--- src/dsw_defines.vh ---
`ifndef DSW_DEFINES_VH
`define DSW_DEFINES_VH
// counter and reload figures
`define DSW_CNT_W 16
`define DSW_RELOAD_MIN 16'h0064
`define DSW_RELOAD_DEFAULT 16'h1388
// fault codes
`define DSW_FAULT_NONE 2'h0
`define DSW_FAULT_BG 2'h1
`define DSW_FAULT_FG 2'h2
// toggle supervision: more than 40 toggles per second, i.e. gap under 25 ms
`define DSW_CLK_HZ 20000000
`define DSW_TOGGLE_MAX_MS 25
`define DSW_TOGGLE_CYCLES ((`DSW_CLK_HZ / 1000) * `DSW_TOGGLE_MAX_MS)
// power-up window for seeing a clock interrupt, in microseconds
`define DSW_CLKWAIT_US 1000
`define DSW_CLKWAIT_CYCLES ((`DSW_CLK_HZ / 1000000) * `DSW_CLKWAIT_US)
`endif

--- src/dsw_sync.v ---
`timescale 1ns/1ps
// ==========================================================
// two-flop synchroniser for a pin
module dsw_sync
(
    input wire clk,
    input wire rst_n,
    input wire ce,
    input wire din,
    output reg dout
);
    reg stage1;

    // first stage feeds only the second
    always @(posedge clk or negedge rst_n)
    begin
        if (!rst_n)
        begin
            stage1 <= 1'b0;
            dout <= 1'b0;
        end
        else if (ce)
        begin
            stage1 <= din;
            dout <= stage1;
        end
    end
endmodule // dsw_sync

--- src/dsw_hw_stage.v ---
`timescale 1ns/1ps
`include "dsw_defines.vh"
// ==========================================================
// hardware stage: trips on slow toggle or low supply
module dsw_hw_stage
#(
    parameter TOGGLE_CYCLES = `DSW_TOGGLE_CYCLES
)
(
    input wire clk,
    input wire rst_n,
    input wire ce,
    input wire enable,
    input wire toggle_in,
    input wire undervolt,
    output reg trip
);
    reg last_toggle;
    reg [31:0] gap;

    // gap counter restarts on every edge of the toggle input
    always @(posedge clk or negedge rst_n)
    begin
        if (!rst_n)
        begin
            last_toggle <= 1'b0;
            gap <= 32'h0000_0000;
            trip <= 1'b0;
        end
        else if (ce)
        begin
            last_toggle <= toggle_in;
            if (!enable || toggle_in != last_toggle)
                gap <= 32'h0000_0000; // a disabled stage starts timing afresh
            else if (gap < TOGGLE_CYCLES)
                gap <= gap + 32'h0000_0001;
            if (enable && (undervolt || gap >= TOGGLE_CYCLES))
                trip <= 1'b1;
        end
    end
endmodule // dsw_hw_stage

--- src/dsw_supervisor.v ---
`timescale 1ns/1ps
`include "dsw_defines.vh"
// Contract
// - the hardware stage trips unless its toggle input changes more than 40 times a second; the code does not time the toggle in stay-alive mode.
// - the hardware stage trips hard whenever the undervoltage indication is active; the code ignores undervoltage while a soft trip is latched.
// - each real-time interrupt decrements the counter only while above zero, and its lsb is the toggle; the code reloads instead on a same-cycle cycle end.
// - each background cycle end reloads the counter, using 5000 when the setting is below 100.
// - a counter seen at zero causes a soft trip with fault code 1.
// - the set number of background cycles with no interrupt between causes a soft trip with code 2.
// - a soft trip kills motors, aborts motion and holds interface hardware reset, cpu keeps running.
// - a soft trip disables the hardware stage so it cannot shut the processor down.
// - a soft trip stays latched until reset command, re-init command or power cycle.
// - no clock interrupt at power-up gives stay-alive mode with the no-clock flag and motors barred.
// - clocks lost after being present lead to a soft trip, not stay-alive mode.
// - a hard trip holds interface hardware reset and shuts the processor down.
// - a hard trip de-energises the relay, opening the normally-open contact.
// - a hard trip clears only at power cycle, never by command.
module dsw_supervisor
#(
    parameter CNT_W = `DSW_CNT_W,
    parameter TOGGLE_CYCLES = `DSW_TOGGLE_CYCLES,
    parameter CLKWAIT_CYCLES = `DSW_CLKWAIT_CYCLES
)
(
    input wire clk,
    input wire rst_n,
    input wire ce,
    input wire rti_pulse,
    input wire bg_cycle_end,
    input wire clock_irq,
    input wire reset_cmd,
    input wire reinit_cmd,
    input wire undervolt_pin,
    input wire [CNT_W-1:0] counter_reload_value,
    input wire [7:0] max_cycles_without_interrupt,
    output reg [1:0] soft_trip_fault_code,
    output reg no_clock_flag,
    output reg soft_trip,
    output reg hard_trip,
    output reg motion_abort,
    output reg motor_kill,
    output reg motor_enable_allowed,
    output reg iface_reset,
    output reg cpu_shutdown,
    output reg relay_energised,
    output reg wd_toggle,
    output reg [CNT_W-1:0] service_count
);
    // ==========================================================
    // state
    localparam ST_WAIT = 2'b00;
    localparam ST_RUN = 2'b01;
    localparam ST_ALIVE = 2'b10;

    reg [1:0] state;
    reg [31:0] wait_cnt;
    reg [7:0] bg_count;
    reg hw_enable;
    reg [CNT_W-1:0] next_count;

    // next values of the registered state
    reg [1:0] next_state;
    reg [31:0] next_wait_cnt;
    reg next_no_clock_flag;
    reg next_soft_trip;
    reg [1:0] next_soft_trip_fault_code;
    reg next_hw_enable;

    // next values of the safety outputs
    reg next_motion_abort;
    reg next_motor_kill;
    reg next_motor_enable_allowed;
    reg next_iface_reset;
    reg next_cpu_shutdown;
    reg next_relay_energised;
    wire hw_stage_en;
    wire undervolt;
    wire hw_trip;
    wire clear_cmd;
    wire bg_fail;
    wire fg_fail;

    assign clear_cmd = reset_cmd | reinit_cmd;

    // stay-alive has no interrupts to toggle, so toggle timing rests there
    assign hw_stage_en = hw_enable && (state != ST_ALIVE);

    // undervoltage comes from a comparator pin
    dsw_sync u_uv_sync
    (
        .clk(clk),
        .rst_n(rst_n),
        .ce(ce),
        .din(undervolt_pin),
        .dout(undervolt)
    );

    // hardware stage watches the counter lsb
    dsw_hw_stage #(.TOGGLE_CYCLES(TOGGLE_CYCLES)) u_hw
    (
        .clk(clk),
        .rst_n(rst_n),
        .ce(ce),
        .enable(hw_stage_en),
        .toggle_in(wd_toggle),
        .undervolt(undervolt),
        .trip(hw_trip)
    );

    // ==========================================================
    // service counter next value
    always @*
    begin
        next_count = service_count;
        if (bg_cycle_end)
        begin
            if (counter_reload_value < `DSW_RELOAD_MIN)
                next_count = `DSW_RELOAD_DEFAULT;
            else
                next_count = counter_reload_value;
        end
        else if (rti_pulse && service_count != {CNT_W{1'b0}})
            next_count = service_count - {{(CNT_W-1){1'b0}}, 1'b1};
    end

    // fault detection only while running with clocks
    assign bg_fail = (state == ST_RUN) && (service_count == {CNT_W{1'b0}});
    assign fg_fail = (state == ST_RUN) && bg_cycle_end && !rti_pulse &&
                     (max_cycles_without_interrupt != 8'h00) &&
                     (bg_count + 8'h01 >= max_cycles_without_interrupt);

    // ==========================================================
    // counter, background-cycle count and toggle
    always @(posedge clk or negedge rst_n)
    begin
        if (!rst_n)
        begin
            service_count <= `DSW_RELOAD_DEFAULT;
            wd_toggle <= 1'b0;
            bg_count <= 8'h00;
        end
        else if (ce)
        begin
            service_count <= next_count;
            wd_toggle <= next_count[0];
            if (rti_pulse)
                bg_count <= 8'h00;
            else if (bg_cycle_end && bg_count != 8'hff)
                bg_count <= bg_count + 8'h01;
        end
    end

    // ==========================================================
    // power-up clock detection: next state
    always @*
    begin
        next_state = state;
        next_wait_cnt = wait_cnt;
        next_no_clock_flag = no_clock_flag;
        case (state)
            ST_WAIT:
            begin
                if (clock_irq)
                    next_state = ST_RUN;
                else if (wait_cnt >= CLKWAIT_CYCLES)
                begin
                    next_state = ST_ALIVE;
                    next_no_clock_flag = 1'b1;
                end
                else
                    next_wait_cnt = wait_cnt + 32'h0000_0001;
            end
            // lost clocks show up as a stalled counter, not as a state change
            ST_RUN:
                next_state = ST_RUN;
            ST_ALIVE:
            begin
                if (clear_cmd)
                begin
                    next_state = ST_WAIT;
                    next_wait_cnt = 32'h0000_0000;
                    next_no_clock_flag = 1'b0;
                end
            end
            default:
            begin
                next_state = ST_WAIT;
                next_wait_cnt = 32'h0000_0000;
                next_no_clock_flag = 1'b0;
            end
        endcase
    end

    // power-up clock detection: state registers
    always @(posedge clk or negedge rst_n)
    begin
        if (!rst_n)
        begin
            state <= ST_WAIT;
            wait_cnt <= 32'h0000_0000;
            no_clock_flag <= 1'b0;
        end
        else if (ce)
        begin
            state <= next_state;
            wait_cnt <= next_wait_cnt;
            no_clock_flag <= next_no_clock_flag;
        end
    end

    // ==========================================================
    // soft trip latch and fault code: a new fault beats a clear
    always @*
    begin
        next_soft_trip = soft_trip;
        next_soft_trip_fault_code = soft_trip_fault_code;
        next_hw_enable = hw_enable;
        if (bg_fail && !soft_trip)
        begin
            next_soft_trip = 1'b1;
            next_soft_trip_fault_code = `DSW_FAULT_BG;
            next_hw_enable = 1'b0;
        end
        else if (fg_fail && !soft_trip)
        begin
            next_soft_trip = 1'b1;
            next_soft_trip_fault_code = `DSW_FAULT_FG;
            next_hw_enable = 1'b0;
        end
        else if (clear_cmd && !bg_fail && !fg_fail)
        begin
            next_soft_trip = 1'b0;
            next_soft_trip_fault_code = `DSW_FAULT_NONE;
            next_hw_enable = 1'b1;
        end
    end

    // soft trip registers
    always @(posedge clk or negedge rst_n)
    begin
        if (!rst_n)
        begin
            soft_trip <= 1'b0;
            soft_trip_fault_code <= `DSW_FAULT_NONE;
            hw_enable <= 1'b1;
        end
        else if (ce)
        begin
            soft_trip <= next_soft_trip;
            soft_trip_fault_code <= next_soft_trip_fault_code;
            hw_enable <= next_hw_enable;
        end
    end

    // ==========================================================
    // hard trip latch: only power-on reset clears it
    // undervoltage is taken here directly so it also trips in stay-alive mode
    always @(posedge clk or negedge rst_n)
    begin
        if (!rst_n)
            hard_trip <= 1'b0;
        else if (ce && (hw_trip || undervolt) && hw_enable)
            hard_trip <= 1'b1;
    end

    // ==========================================================
    // safety outputs: next values
    always @*
    begin
        next_motion_abort = soft_trip | hard_trip;
        next_motor_kill = soft_trip | hard_trip | (state != ST_RUN);
        next_motor_enable_allowed = !soft_trip && !hard_trip && (state == ST_RUN);
        next_iface_reset = soft_trip | hard_trip | (state == ST_WAIT);
        next_cpu_shutdown = hard_trip;
        next_relay_energised = !hard_trip;
    end

    // safety output registers
    always @(posedge clk or negedge rst_n)
    begin
        if (!rst_n)
        begin
            motion_abort <= 1'b0;
            motor_kill <= 1'b1;
            motor_enable_allowed <= 1'b0;
            iface_reset <= 1'b1;
            cpu_shutdown <= 1'b0;
            relay_energised <= 1'b0;
        end
        else if (ce)
        begin
            motion_abort <= next_motion_abort;
            motor_kill <= next_motor_kill;
            motor_enable_allowed <= next_motor_enable_allowed;
            iface_reset <= next_iface_reset;
            cpu_shutdown <= next_cpu_shutdown;
            relay_energised <= next_relay_energised;
        end
    end
endmodule // dsw_supervisor

--- config.mk ---
export PLATFORM = sky130hd
export DESIGN_NAME = dsw_supervisor
export DESIGN_NICKNAME = d
export VERILOG_FILES = /design/src/dsw_sync.v /design/src/dsw_hw_stage.v /design/src/dsw_supervisor.v
export VERILOG_INCLUDE_DIRS = /design/src
export SDC_FILE = /design/constraint.sdc
export NUM_CORES = 1
export LEC_CHECK = 0
export BUFFER_PORTS_ARGS = -buffer_cell sky130_fd_sc_hd__buf_2
export CORE_MARGIN = 2
export CORE_UTILIZATION = 35
export CTS_CLUSTER_DIAMETER = 50
export DETAILED_ROUTE_END_ITERATION = 12
export SYNTH_ARGS = -nofsm -noshare
export SYNTH_HDL_FRONTEND = slang
export SYNTH_HIERARCHICAL = 1
export SYNTH_SLANG_ARGS = --single-unit
--- constraint.sdc ---
create_clock -name clk -period 5 [get_ports clk]
set_input_delay 0.25 -clock clk [delete_from_list [all_inputs] [get_ports clk]]
set_output_delay 0.25 -clock clk [all_outputs]
set_load 0.01 [all_outputs]
== Yosys cells after proc, flatten, opt, wreduce, memory -nomap -nowiden ==
Index checks and enable logic that the tools add are counted.

* Register bits after elaboration: 106

* $add $sub $neg: 4
* $lt $le $gt $ge: 5
* Eq/ne operators: 11
* Mux-type cells: 28
* Bitwise logic cells: 5
* Reductions and logical operators: 42

{| class="wikitable"
|+ Operators with widths
! operator !! count
|-
| $mux 32 || 5
|-
| $pmux 32 s3 || 1
|-
| $add 32x1->32 const B || 2
|-
| $mux 16 || 3
|-
| $ge 32x15->1 const B || 1
|-
| $ge 32x19->1 const B || 1
|-
| $lt 32x19->1 const B || 1
|-
| $logic_and 1x1->1 || 17
|-
| $logic_not 16->1 || 1
|-
| $lt 16x7->1 const B || 1
|-
| $mux 8 || 2
|-
| $reduce_bool 16->1 || 1
|-
| $sub 16x1->16 const B || 1
|-
| $mux 2 || 6
|-
| $ne 2x2->1 const B || 5
|-
| $reduce_and 2->1 || 5
|-
| $reduce_and 5->1 || 2
|-
| $mux 1 || 9
|-
| $add 8x1->8 const B || 1
|-
| $ge 8x8->1 || 1
|-
| $ne 8x8->1 const B || 1
|-
| $reduce_bool 8->1 || 1
|-
| $logic_not 1->1 || 6
|-
| $pmux 2 s3 || 1
|-
| other kinds (13) || 20
|}

== Depth between registers and ports, before layout ==
Gate-level depths: netlist (run 1).

* Depth in word-level cells: 10
* Mapped depth: 11
* Mapped depth without buffers: 11

== Hierarchy ==
The synthesis (run 1) kept the hierarchy.

{| class="wikitable"
|+ Modules (own cells, without submodules)
! module !! times used !! cells each !! area each (um^2) !! sequential area each (um^2)
|-
| dsw_supervisor || 1 || 429 || 3,970.1 || 1,761.7
|-
| dsw_hw_stage || 1 || 178 || 1,804.2 || 850.8
|-
| dsw_sync || 1 || 4 || 72.6 || 50.0
|}

== Worst setup path before layout (run 1) ==
OpenSTA, ideal clock, no wires.

* Kind: reg2reg
* Start: reg service_count[0]
* End: reg soft_trip_fault_code[1]
* Setup time: 0.087 ns
* Arrival time: 2.344 ns
* Data required time: 4.913 ns
* Slack: 2.569 ns
* Cell stages (with the launch flop): 9
* Path buffers: 1
* Period minus slack after synthesis: 2.431 ns
* Cells stage by stage: dfrtp_1 -> inv_1 -> ha_1 -> or4b_4 -> or4_1 -> buf_2 -> nor3_1 -> a21oi_1 -> a211oi_2

* Longest elaborated chain between the ends: 7
* Elaborated cells on any way between the ends: 9

{| class="wikitable"
|+ Ends and longest elaborated chain
! item !! RTL line !! RTL
|-
| start: declaration || dsw_supervisor.v:47 || <nowiki>output reg [CNT_W-1:0] service_count</nowiki>
|-
| start signal: assignment || dsw_supervisor.v:138 || <nowiki>service_count <= `DSW_RELOAD_DEFAULT;</nowiki>
|-
| start signal: assignment || dsw_supervisor.v:144 || <nowiki>service_count <= next_count;</nowiki>
|-
| $logic_not 16->1 * || dsw_supervisor.v:127 || <nowiki>assign bg_fail = (state == ST_RUN) && (service_count == {CNT_W{1'b0}});</nowiki>
|-
| $logic_and 1x1->1 * || dsw_supervisor.v:127 ||
|-
| $logic_not 1->1 || dsw_supervisor.v:230 || <nowiki>else if (clear_cmd && !bg_fail && !fg_fail)</nowiki>
|-
| $logic_and 1x1->1 (2 in series) || dsw_supervisor.v:230 ||
|-
| $reduce_bool 3->1 (no source line) || - ||
|-
| $reduce_and 2->1 (no source line) || - ||
|-
| end signal: assignment || dsw_supervisor.v:244 || <nowiki>soft_trip_fault_code <= `DSW_FAULT_NONE;</nowiki>
|-
| end signal: assignment || dsw_supervisor.v:250 || <nowiki>soft_trip_fault_code <= next_soft_trip_fault_code;</nowiki>
|-
| end: declaration || dsw_supervisor.v:36 || <nowiki>output reg [1:0] soft_trip_fault_code,</nowiki>
|}

Mark *: on every way between the ends. The rest lies on a longest branch, timed or not.
A chain may end at the register's enable or synchronous reset.

== Worst setup path after layout (run 1) ==
* Start: reg bg_count[2]
* End: reg soft_trip_fault_code[1]

* Longest elaborated chain between the ends: 7
* Elaborated cells on any way between the ends: 10

{| class="wikitable"
|+ Ends and longest elaborated chain
! item !! RTL line !! RTL
|-
| start: declaration || dsw_supervisor.v:57 || <nowiki>reg [7:0] bg_count;</nowiki>
|-
| start signal: assignment || dsw_supervisor.v:149 || <nowiki>bg_count <= bg_count + 8'h01;</nowiki>
|-
| $add 8x1->8 * || dsw_supervisor.v:130 || <nowiki>(bg_count + 8'h01 >= max_cycles_without_interrupt);</nowiki>
|-
| $ge 8x8->1 * || dsw_supervisor.v:130 ||
|-
| $logic_and 1x1->1 * || dsw_supervisor.v:129 || <nowiki>(max_cycles_without_interrupt != 8'h00) &&</nowiki>
|-
| $logic_not 1->1 || dsw_supervisor.v:230 ||
|-
| $logic_and 1x1->1 || dsw_supervisor.v:230 ||
|-
| $reduce_bool 3->1 (no source line) || - ||
|-
| $reduce_and 2->1 (no source line) || - ||
|}

Marked as above.

==> results of run 1 <==
[area by class of cell]
type	count	area [µm²]	area share, %
tap	220	275	4.13
clock inverter	7	108	1.61
sequential	106	2660	39.9
multi-input combinational	452	2980	44.6
clock buffer	9	225	3.38
timing repair buffer	63	325	4.88
inverter	27	101	1.52
[cell families after synthesis]
logic type      after synthesis  share of synthesized area, %
xor+xnor                      6                         0.899
flops                       106                          45.5
compound gates              163                          19.6
mux                          11                          2.01
simple gates                258                          25.3
fa+ha+maj                    14                          3.00
buf+inv                      53                          3.68
[Yosys cell counts, types with 6 or more instances]
| master | number |
|---|---|
| a21oi_1 | 31 |
| a31oi_1 | 12 |
| and2_1 | 38 |
| and3_1 | 11 |
| clkbuf_1 | 19 |
| dfrtp_1 | 98 |
| dfstp_2 | 8 |
| ha_1 | 14 |
| inv_1 | 26 |
| mux2_2 | 6 |
| nand2_1 | 49 |
| nand2b_1 | 11 |
| nand3_1 | 26 |
| nand4_1 | 14 |
| nor2_1 | 38 |
| nor3_1 | 6 |
| nor4_1 | 9 |
| o211ai_1 | 7 |
| o21a_1 | 7 |
| o21ai_0 | 32 |
| o22ai_1 | 6 |
| o311ai_0 | 7 |
| o31ai_1 | 12 |
| or2_2 | 6 |
| or3_1 | 9 |
| or4_1 | 11 |
[final timing paths]
path                                          from                      end  slack, ns  depth (start not counted)
max reg2reg                            bg_count[2]  soft_trip_fault_code[1]       2.31                         11
max in group asynchronous                    rst_n         service_count[3]       3.91                          2
min reg2reg                              u_hw/trip                u_hw/trip       0.47                          1
max                                    bg_count[2]  soft_trip_fault_code[1]       2.31                         11
min                                          rst_n             wait_cnt[31]       0.01                          1
min in group clk           counter_reload_value[2]         service_count[2]       0.13                          3
[through the flow]
stage          utilization, %  instances  cell area [µm²]  hold WS [ns]  setup WS (ns)
3_3_place_gp             38.5        868             6330         0.432           2.37
2_1_floorplan               -        611             5850       -0.0456           2.57
4_1_cts                  40.5        884             6670        0.0566           2.27
3_5_place_dp             38.5        868             6330         0.442           2.27
6_report                 40.5        884             6670        0.0130           2.31
5_1_grt                  40.5        884             6670        0.0981           1.96
[power by group through the flow]
stage	combinational [mW]	sequential (mW)	clock, mW
2_1_floorplan	0.305	1.03	0
3_3_place_gp	0.433	1.04	0
3_5_place_dp	0.449	1.04	0
4_1_cts	0.450	1.03	0.825
5_1_grt	0.506	1.05	0.858
6_report	0.447	1.03	0.796
[worst max-delay path: cells and delay by family, from the launching register on]
kind | cells | cell delay (ns)
adder cells (fa/ha/maj) | 1 | 0.29
AND/OR/NAND/NOR | 4 | 0.65
XOR/XNOR | 1 | 0.17
flip-flops | 1 | 0.43
AO/OA/AOI/OAI | 4 | 1.00
buffers and inverters | 1 | 0.07
[flip-flops by register name (all words and copies together) (netlist names), 2 cells and up]
signal                cells
state                     2
u_hw/gap                 32
wait_cnt                 32
soft_trip_fault_code      2
service_count            16
bg_count                  8
[routing by layer]
| layer | vias up | routed length (µm) |
|---|---|---|
| met3 | 18 | 698 |
| met4 | 0 | 157 |
| li1 | 2384 | - |
| met5 | - | 0 |
| met1 | 2398 | 6610 |
| met2 | 114 | 6680 |
==> flow_summary.toml, run 1 <==
[floorplan]
dieArea_mm2 = 0.0178
die_w_um = 133
die_h_um = 133
ios = 61
initial_core_util_pct = 35.5
core_area_mm2 = 0.0165
rows = 47

[yosys]
synth.avg_cell_area_um2 = 9.57
synth_top_cell_area_share_pct = 41.9
async_flop_share_pct = 100
synth_cell_types = 75
syn_area_mm2 = 0.00585
synth-seq-cells = 106
netlist_instances = 611
netlist_top_cells_area = "dfrtp_1, and2_1, dfstp_2, nand2_1, ha_1"
synth_area_leader_cell = "dfrtp_1"
synth_nets = 658
synth_edf_count = 0
synthFlopType = "dfrtp_1"
yosysSeqAreaShare_pct = 45.5
yosysWarningCount = 6

[sta]
slew_violations = 0
setup_viol = 0
timing.slew.headroom_pct = 21.3
worstMarginPinSlew_ns = 1.15
grt_setup_unrepaired = "false"
finalSetupTns_ns = 0
period_share_pct = 53.7
clock_skew_ns = 0.00828
fmax_ghz = 0.372
hold_violations = 0
post-route-min-period_ns = 2.69

[routing]
dr.pass1.iters = 5
drtAntennaViolNets = 0
drt_iter0_drc = 505
num_vias = 4914
drc_errors = 0
vias_per_cell = 5.56
wirelength_um = 14200
wl_per_cell_um = 16.0

[min_path]
hold_path_class = "in2async"

[finish]
final_common_cell = "dfrtp_1"
final_cell_mix = "dfrtp_1, buf_2, nand2_1"
final_nets = 706
drive_gt1_share_pct = 17.9
nFillCells = 1634
area_growth_pct = 14.1
antenna_cells = 0

[pwr]
p_int_mw = 1.55
clkPwrFrac_pct = 35.0
switching_share_pct = 31.8
leakage_nw = 2.90
ir_worst_vdd_v = 0.000181
powerDensity_mw_per_mm2 = 340
power.total_mw = 2.27
combPwrFrac_pct = 19.7
p_sw_mw = 0.723
seq_power_share_pct = 45.3

[global_routing]
gr-usage-met1_pct = 22.5
grt_overflow_total = 0
top_usage_layer = "met2"
grt_util_met3_pct = 4.11
grt_pass1_wl_um = 24100
gr-usage-met2_pct = 26.9
antenna_found_initial = 0
grt_pass1_vias = 4822
grt.total_usage_pct = 16.6
grt_max_degree = 70

[clocking]
cts_buffers = 9
holdBufCountCts = 0
clock-sinks = 106
clk_pin_slew_ns = 0.07
clk_latency_ns = 0.36
htreeDepth = 3
cts_root_buf = "clkbuf_16"
cts_buffer_depth = 2
cts_tree = "done"
cts_resized = 0
cts_setup_buffers = 0

[critical_path]
cp-start-kind = "flop"
required_ns = 5.28
arrival_ns = 2.96
worstPathMaxFanout = 5
cp_slowest_cell = "o21ai_0"
path_cells = "and3_1 > nand3_1 > nor2_1 > xnor2_1 > inv_1 > ha_1 > and2_1 > o2111ai_1 > o21ai_0 > a31oi_1 > a211oi_2"
setup.worst_path.end_class = "flop"
slowest_delay_ns = 0.47
crit_type = "reg2reg"

[placement]
gp_congestion = 0.872
io_buffers = 60
hpwlAfterDp_um = 10200

[run_status]
status = "completed"

[flow_run]
drv_cap = 0
No activity file was read; power rests on OpenSTA's default activity.
==> run 2, diff against run 1 <==
==> constraint.sdc (replaced) <==
create_clock -name clk -period 2.6 [get_ports clk]
set_input_delay 0.13 -clock clk [delete_from_list [all_inputs] [get_ports clk]]
set_output_delay 0.13 -clock clk [all_outputs]
set_load 0.01 [all_outputs]
==> run 2 against run 1 <==
Compared with the run above:
- worst setup slack got worse by 2.2 ns
- largest power group unchanged
- fmax increased by 7.7%
- count of clock-buffer cells in the layout up 3
- clock power rose by 65%
- cell area grew 2.6%
- largest cell class unchanged
- critical path type unchanged
==> flow_summary.toml, run 2 (synthesis gave the netlist of run 1 again) <==
[clocking]
cts_root_buf = "clkbuf_16"
clk_latency_ns = 0.35
clock-sinks = 106
cts_buffer_depth = 2
cts_tree = "done"
cts_buffers = 9
htreeDepth = 3
clk_pin_slew_ns = 0.07
cts_setup_buffers = 0

[routing]
drtAntennaViolNets = 0
vias_per_cell = 5.59
dr.pass1.iters = 6
wl_per_cell_um = 16.4
drc_errors = 0
wirelength_um = 14900
num_vias = 5071
drt_iter0_drc = 368

[sta]
clock_skew_ns = 0.00533
setup_ws_ns = 0.105
period_share_pct = 96.0
fmax_ghz = 0.401
setup_viol = 0
hold_violations = 0
worstMarginPinSlew_ns = 0.985
finalSetupTns_ns = 0
post-route-min-period_ns = 2.50
slew_violations = 0
timing.slew.headroom_pct = 34.0

[finish]
area_growth_pct = 17.1
nFillCells = 1643
antenna_cells = 0
reg.largest.list = "u_hw/gap: 32 flops, wait_cnt: 32 flops, service_count: 16 flops"
fin_cells = 907
final_cell_mix = "dfrtp_1, buf_2, nand2_1"
post-route-util_pct = 41.6
final_common_cell = "dfrtp_1"
drive_gt1_share_pct = 21.3
final_area_mm2 = 0.00684
regArea_mm2 = 0.00266
final_nets = 729
multi_input_area_mm2 = 0.00301

[placement]
hpwlAfterDp_um = 10800
pre_cts_ws_ns = 0.0248
dp_cells = 890
place_area_mm2 = 0.00651
gp_congestion = 0.891
io_buffers = 60

[critical_path]
worstPathMaxFanout = 5
path_delay_family = "compound AO/OA/AOI/OAI gates"
arrival_ns = 2.73
cp-start-kind = "flop"
rrSetupSlack_ns = 0.10
cp_num_cells = 11
reg2regPathDepth = 11
setup.worst_path.end_class = "flop"
crit_type = "reg2reg"
r2r-end = "soft_trip"
required_ns = 2.84
slowest_delay_ns = 0.39
cp_num_buf_inv = 1
cp-endpoint = "soft_trip"
path_cells = "and3_4 > nand3_1 > nor2_2 > xnor2_1 > inv_1 > ha_1 > and2_1 > a221oi_2 > o21ai_2 > a21o_1 > a22o_1"
cp-startpoint = "bg_count[4]"
cp_slowest_cell = "dfrtp_1"
r2r-start = "bg_count[4]"

[pwr]
combPwrFrac_pct = 22.9
p_sw_mw = 1.37
clkPwrFrac_pct = 30.8
seq_power_share_pct = 46.3
leakage_nw = 3.00
ir_worst_vdd_v = 0.000321
powerDensity_mw_per_mm2 = 620
p_int_mw = 2.88
switching_share_pct = 32.2

[global_routing]
grt_pass1_wl_um = 24800
grt_pass1_vias = 5037
grt_max_degree = 49
antenna_found_initial = 0
grt.total_usage_pct = 17.1
grt_overflow_total = 0

[min_path]
hold_path_class = "in2reg"
hold_start = "counter_reload_value[4]"

[floorplan]
rows = 47
ios = 61
dieArea_mm2 = 0.0178
die_w_um = 133
initial_core_util_pct = 35.5
core_area_mm2 = 0.0165
die_h_um = 133

[run_status]
status = "completed"

[flow_run]
drv_cap = 0
[run 2: cell count changes in the layout (fill, tap and decap cells not counted), sizes merged]
cell,previous run,this run
inv,29,26
buf,63,85
clkinv,2,4
clkbuf,9,12
dlygate4sd3,0,1
bufinv,2,0
[run 2: worst min path at each step]
stage / slack [ns] / end / depth (start not counted)
2_1_floorplan: -0.17 / bg_count[0] / 0
3_3_place_gp: 0.22 / wait_cnt[10] / 1
3_5_place_dp: 0.21 / wait_cnt[10] / 1
4_1_cts: 0.0005 / service_count[4] / 3
5_1_grt: 0.008 / u_uv_sync/stage1 / 2
6_report: 0.01 / service_count[4] / 3
[run 2: what timing repair did]
item                                    in CTS  in global routing
endpoints found under the setup margin       0                  6
endpoints found under the hold margin       45                  0
hold buffers                                 1                  0
gates resized for setup                      0                 10
[run 2: layout make-up]
type                       count  share of cell area (%)
inverter                      27                    1.48
timing repair buffer          86                    7.50
tap                          220                    4.02
sequential                   106                    38.9
multi-input combinational    452                    44.0
clock inverter                 4                   0.384
clock buffer                  12                    3.75
[run 2: power groups by stage]
stage	Sequential, mW	Clock (mW)	Combinational [mW]
after floorplan	1.97	0	0.586
after global placement	1.98	0	0.920
after detailed placement	1.99	0	0.952
after CTS	1.96	1.35	0.959
after global routing	1.99	1.41	1.09
final	1.97	1.31	0.972
[run 2: through the flow]
stage               power (mW)  hold WS [ns]
detailed placement        2.95         0.212
finish                    4.25        0.0130
global placement          2.90         0.217
CTS                       4.27      0.000511
global route              4.49       0.00825
floorplan                 2.56        -0.166
[run 2: tightest hold or removal path, stage by stage]
cell      delay [ns]
buf_2           0.09
nand2_1         0.05
o221ai_1        0.06
[run 2: routing by layer]
| metal | global-route usage [%] | up-vias | wire, µm |
|---|---|---|---|
| met5 | 0 | - | 0 |
| met3 | 2.82 | 16 | 648 |
| met2 | 28.5 | 140 | 7250 |
| li1 | - | 2421 | - |
| met1 | 22.4 | 2494 | 6780 |
| met4 | 6.38 | 0 | 232 |
==> run 3, diff against run 2 <==
--- a/config.mk
+++ b/config.mk
@@ -6,6 +6,7 @@
 export SDC_FILE = /design/constraint.sdc
 export NUM_CORES = 1
 export LEC_CHECK = 0
+export ABC_AREA = 1
 export BUFFER_PORTS_ARGS = -buffer_cell sky130_fd_sc_hd__buf_2
 export CORE_MARGIN = 2
 export CORE_UTILIZATION = 35
==> run 3 against run 2 <==
Compared with the run above:
- first-iteration DRC count grew 19%
- synthesized area is 4.4% higher
- critical path depth grew 4
- die area is 4.2% higher
- clock skew up 0.0048 ns
- non-clock buffer count fell by 16
- synthesized cell count grew 37%
==> flow_summary.toml, run 3 <==
[global_routing]
grt_overflow_total = 0
antenna_found_initial = 0
grt.total_usage_pct = 16.0
grt_pass1_wl_um = 23700
grt_pass1_vias = 4856
grt_max_degree = 52

[sta]
period_share_pct = 89.4
grt_setup_unrepaired = "false"
setup_viol = 0
worstMarginPinSlew_ns = 0.673
fmax_ghz = 0.430
slew_violations = 0
timing.slew.headroom_pct = 55.1
post-route-min-period_ns = 2.33
hold_violations = 0
clock_skew_ns = 0.0101
finalSetupTns_ns = 0

[critical_path]
crit_type = "reg2reg"
cp_slowest_cell = "dfrtp_1"
cp_num_buf_inv = 1
rrSetupSlack_ns = 0.27
reg2regPathDepth = 15
r2r-start = "bg_count[0]"
worstPathMaxFanout = 5
path_cells = "ha_2 > nand2_1 > nor2_2 > nand3_1 > xor2_1 > inv_1 > ha_1 > nand2_1 > o21a_1 > nand2_1 > nand3_2 > nand3_1 > nand2_1 > nand2_1 > nand2_1"
cp-startpoint = "bg_count[0]"
path_delay_family = "simple AND/OR/NAND/NOR gates"
r2r-end = "soft_trip_fault_code[0]"
slowest_delay_ns = 0.40
setup.worst_path.end_class = "flop"
arrival_ns = 2.56
required_ns = 2.84
critical-path-top-cell-by-count = "nand2_1"
cp-start-kind = "flop"

[finish]
area_growth_pct = 13.3
drive_gt1_share_pct = 11.8
final_cell_mix = "nand2_1, nor2_1, dfrtp_1"
nFillCells = 1847
final_area_mm2 = 0.00691
reg.largest.list = "u_hw/gap: 32 flops, wait_cnt: 32 flops, service_count: 16 flops"
multi_input_area_mm2 = 0.00296
final_common_cell = "nand2_1"
antenna_cells = 0
final_nets = 940
regArea_mm2 = 0.00266

[yosys]
async_flop_share_pct = 100
netlist_top_cells_area = "dfrtp_1, nand2_1, nor2_1, nand3_1, inv_1"
synth_top_cell_area_share_pct = 40.2
synth_nets = 882
syn_area_mm2 = 0.00610
yosysSeqAreaShare_pct = 43.6
synthFlopType = "dfrtp_1"
netlist_instances = 835
synth.avg_cell_area_um2 = 7.31
synth.most_common_cell = "nand2_1"
yosysWarningCount = 6
synth_cell_types = 41
synth_area_leader_cell = "dfrtp_1"
synthTopCellsByCount = "nand2_1, nor2_1, dfrtp_1"
synth_edf_count = 0
synth-seq-cells = 106

[pwr]
ir_worst_vdd_v = 0.000296
switching_share_pct = 32.2
combPwrFrac_pct = 20.0
powerDensity_mw_per_mm2 = 569
clkPwrFrac_pct = 32.4
seq_power_share_pct = 47.6
power.total_mw = 3.93
leakage_nw = 3.49
p_int_mw = 2.67
p_sw_mw = 1.27

[floorplan]
die_w_um = 136
die_h_um = 136
core_area_mm2 = 0.0172
ios = 61
rows = 48
dieArea_mm2 = 0.0185
initial_core_util_pct = 35.5

[flow_run]
drv_cap = 0

[clocking]
cts_root_buf = "clkbuf_16"
clk_latency_ns = 0.35
htreeDepth = 3
clock-sinks = 106
clk_pin_slew_ns = 0.07
cts_buffers = 9
cts_buffer_depth = 2
cts_tree = "done"

[routing]
drc_errors = 0
wirelength_um = 14100
drtAntennaViolNets = 0
wl_per_cell_um = 12.5
vias_per_cell = 4.69
drt_iter0_drc = 439
num_vias = 5269
dr.pass1.iters = 4

[run_status]
status = "completed"

[placement]
place_area_mm2 = 0.00660
hpwlAfterDp_um = 10100
io_buffers = 60
gp_congestion = 0.860

[min_path]
hold_start = "counter_reload_value[7]"
holdPathEnd = "service_count[7]"
hold_path_class = "in2reg"
hold_path_depth = 3
[run 3: cell types whose count changed after synthesis, sizes merged, moves of 12 or more]
cell	before	now
and2	38	1
inv	26	92
nand2	49	244
nand3	26	79
nor2	38	138
o31ai	12	0
xor2	1	29
[run 3: power by group through the flow]
stage          Clock, mW  Combinational [mW]  Sequential [mW]
2_1_floorplan          0               0.538             1.90
3_3_place_gp           0               0.783             1.90
3_5_place_dp           0               0.795             1.90
4_1_cts             1.31               0.799             1.87
5_1_grt             1.38               0.904             1.89
6_report            1.28               0.786             1.87
[run 3: logic make-up after synthesis]
family	share of synthesized area (%)
simple gates	33.5
buf+inv	8.04
flops	43.6
compound gates	6.83
xor+xnor	5.17
fa+ha+maj	2.87
[run 3: metrics by stage]
stage / instances / util, % / hold slack (ns) / setup WS [ns]
after floorplan: 835 / - / -0.166 / 0.443
after global placement: 1103 / 38.4 / 0.224 / 0.264
after detailed placement: 1103 / 38.4 / 0.221 / 0.244
after CTS: 1121 / 40.1 / 0.0588 / 0.226
after global routing: 1123 / 40.2 / 0.0808 / 0.00118
final: 1123 / 40.2 / 0.0729 / 0.275
[run 3: how the worst max path moves through the flow]
stage,end,depth (start not counted)
global placement,soft_trip,15
global route,soft_trip_fault_code[0],17
CTS,soft_trip,15
detailed placement,soft_trip,15
finish,soft_trip_fault_code[0],15
floorplan,soft_trip,15
[run 3: timing repair]
action                                 in CTS  in global routing
setup endpoints to repair                   0                  4
setup buffers                               0                  2
hold buffers                                2                  0
gates resized for setup                     0                  3
endpoints found under the hold margin      49                  0
[run 3: layout make-up]
cell class / instances / area share [%]
clock inverter: 2 / 0.199
tap: 225 / 4.07
sequential: 106 / 38.5
timing repair buffer: 70 / 5.72
inverter: 92 / 5.00
clock buffer: 14 / 3.67
multi-input combinational: 614 / 42.8
[run 3: routing by layer]
layer / routed length (µm) / up-vias / global-route usage [%]
met5: 0 / - / 0
met4: 212 / 0 / 5.90
met1: 7470 / 2408 / 23.5
met2: 5880 / 99 / 23.9
met3: 511 / 12 / 1.98
li1: - / 2750 / -
[run 3: tightest hold or removal path: stages]
cell and delay, ns:
buf_2 0.10, nor2_1 0.09, o21ai_0 0.09
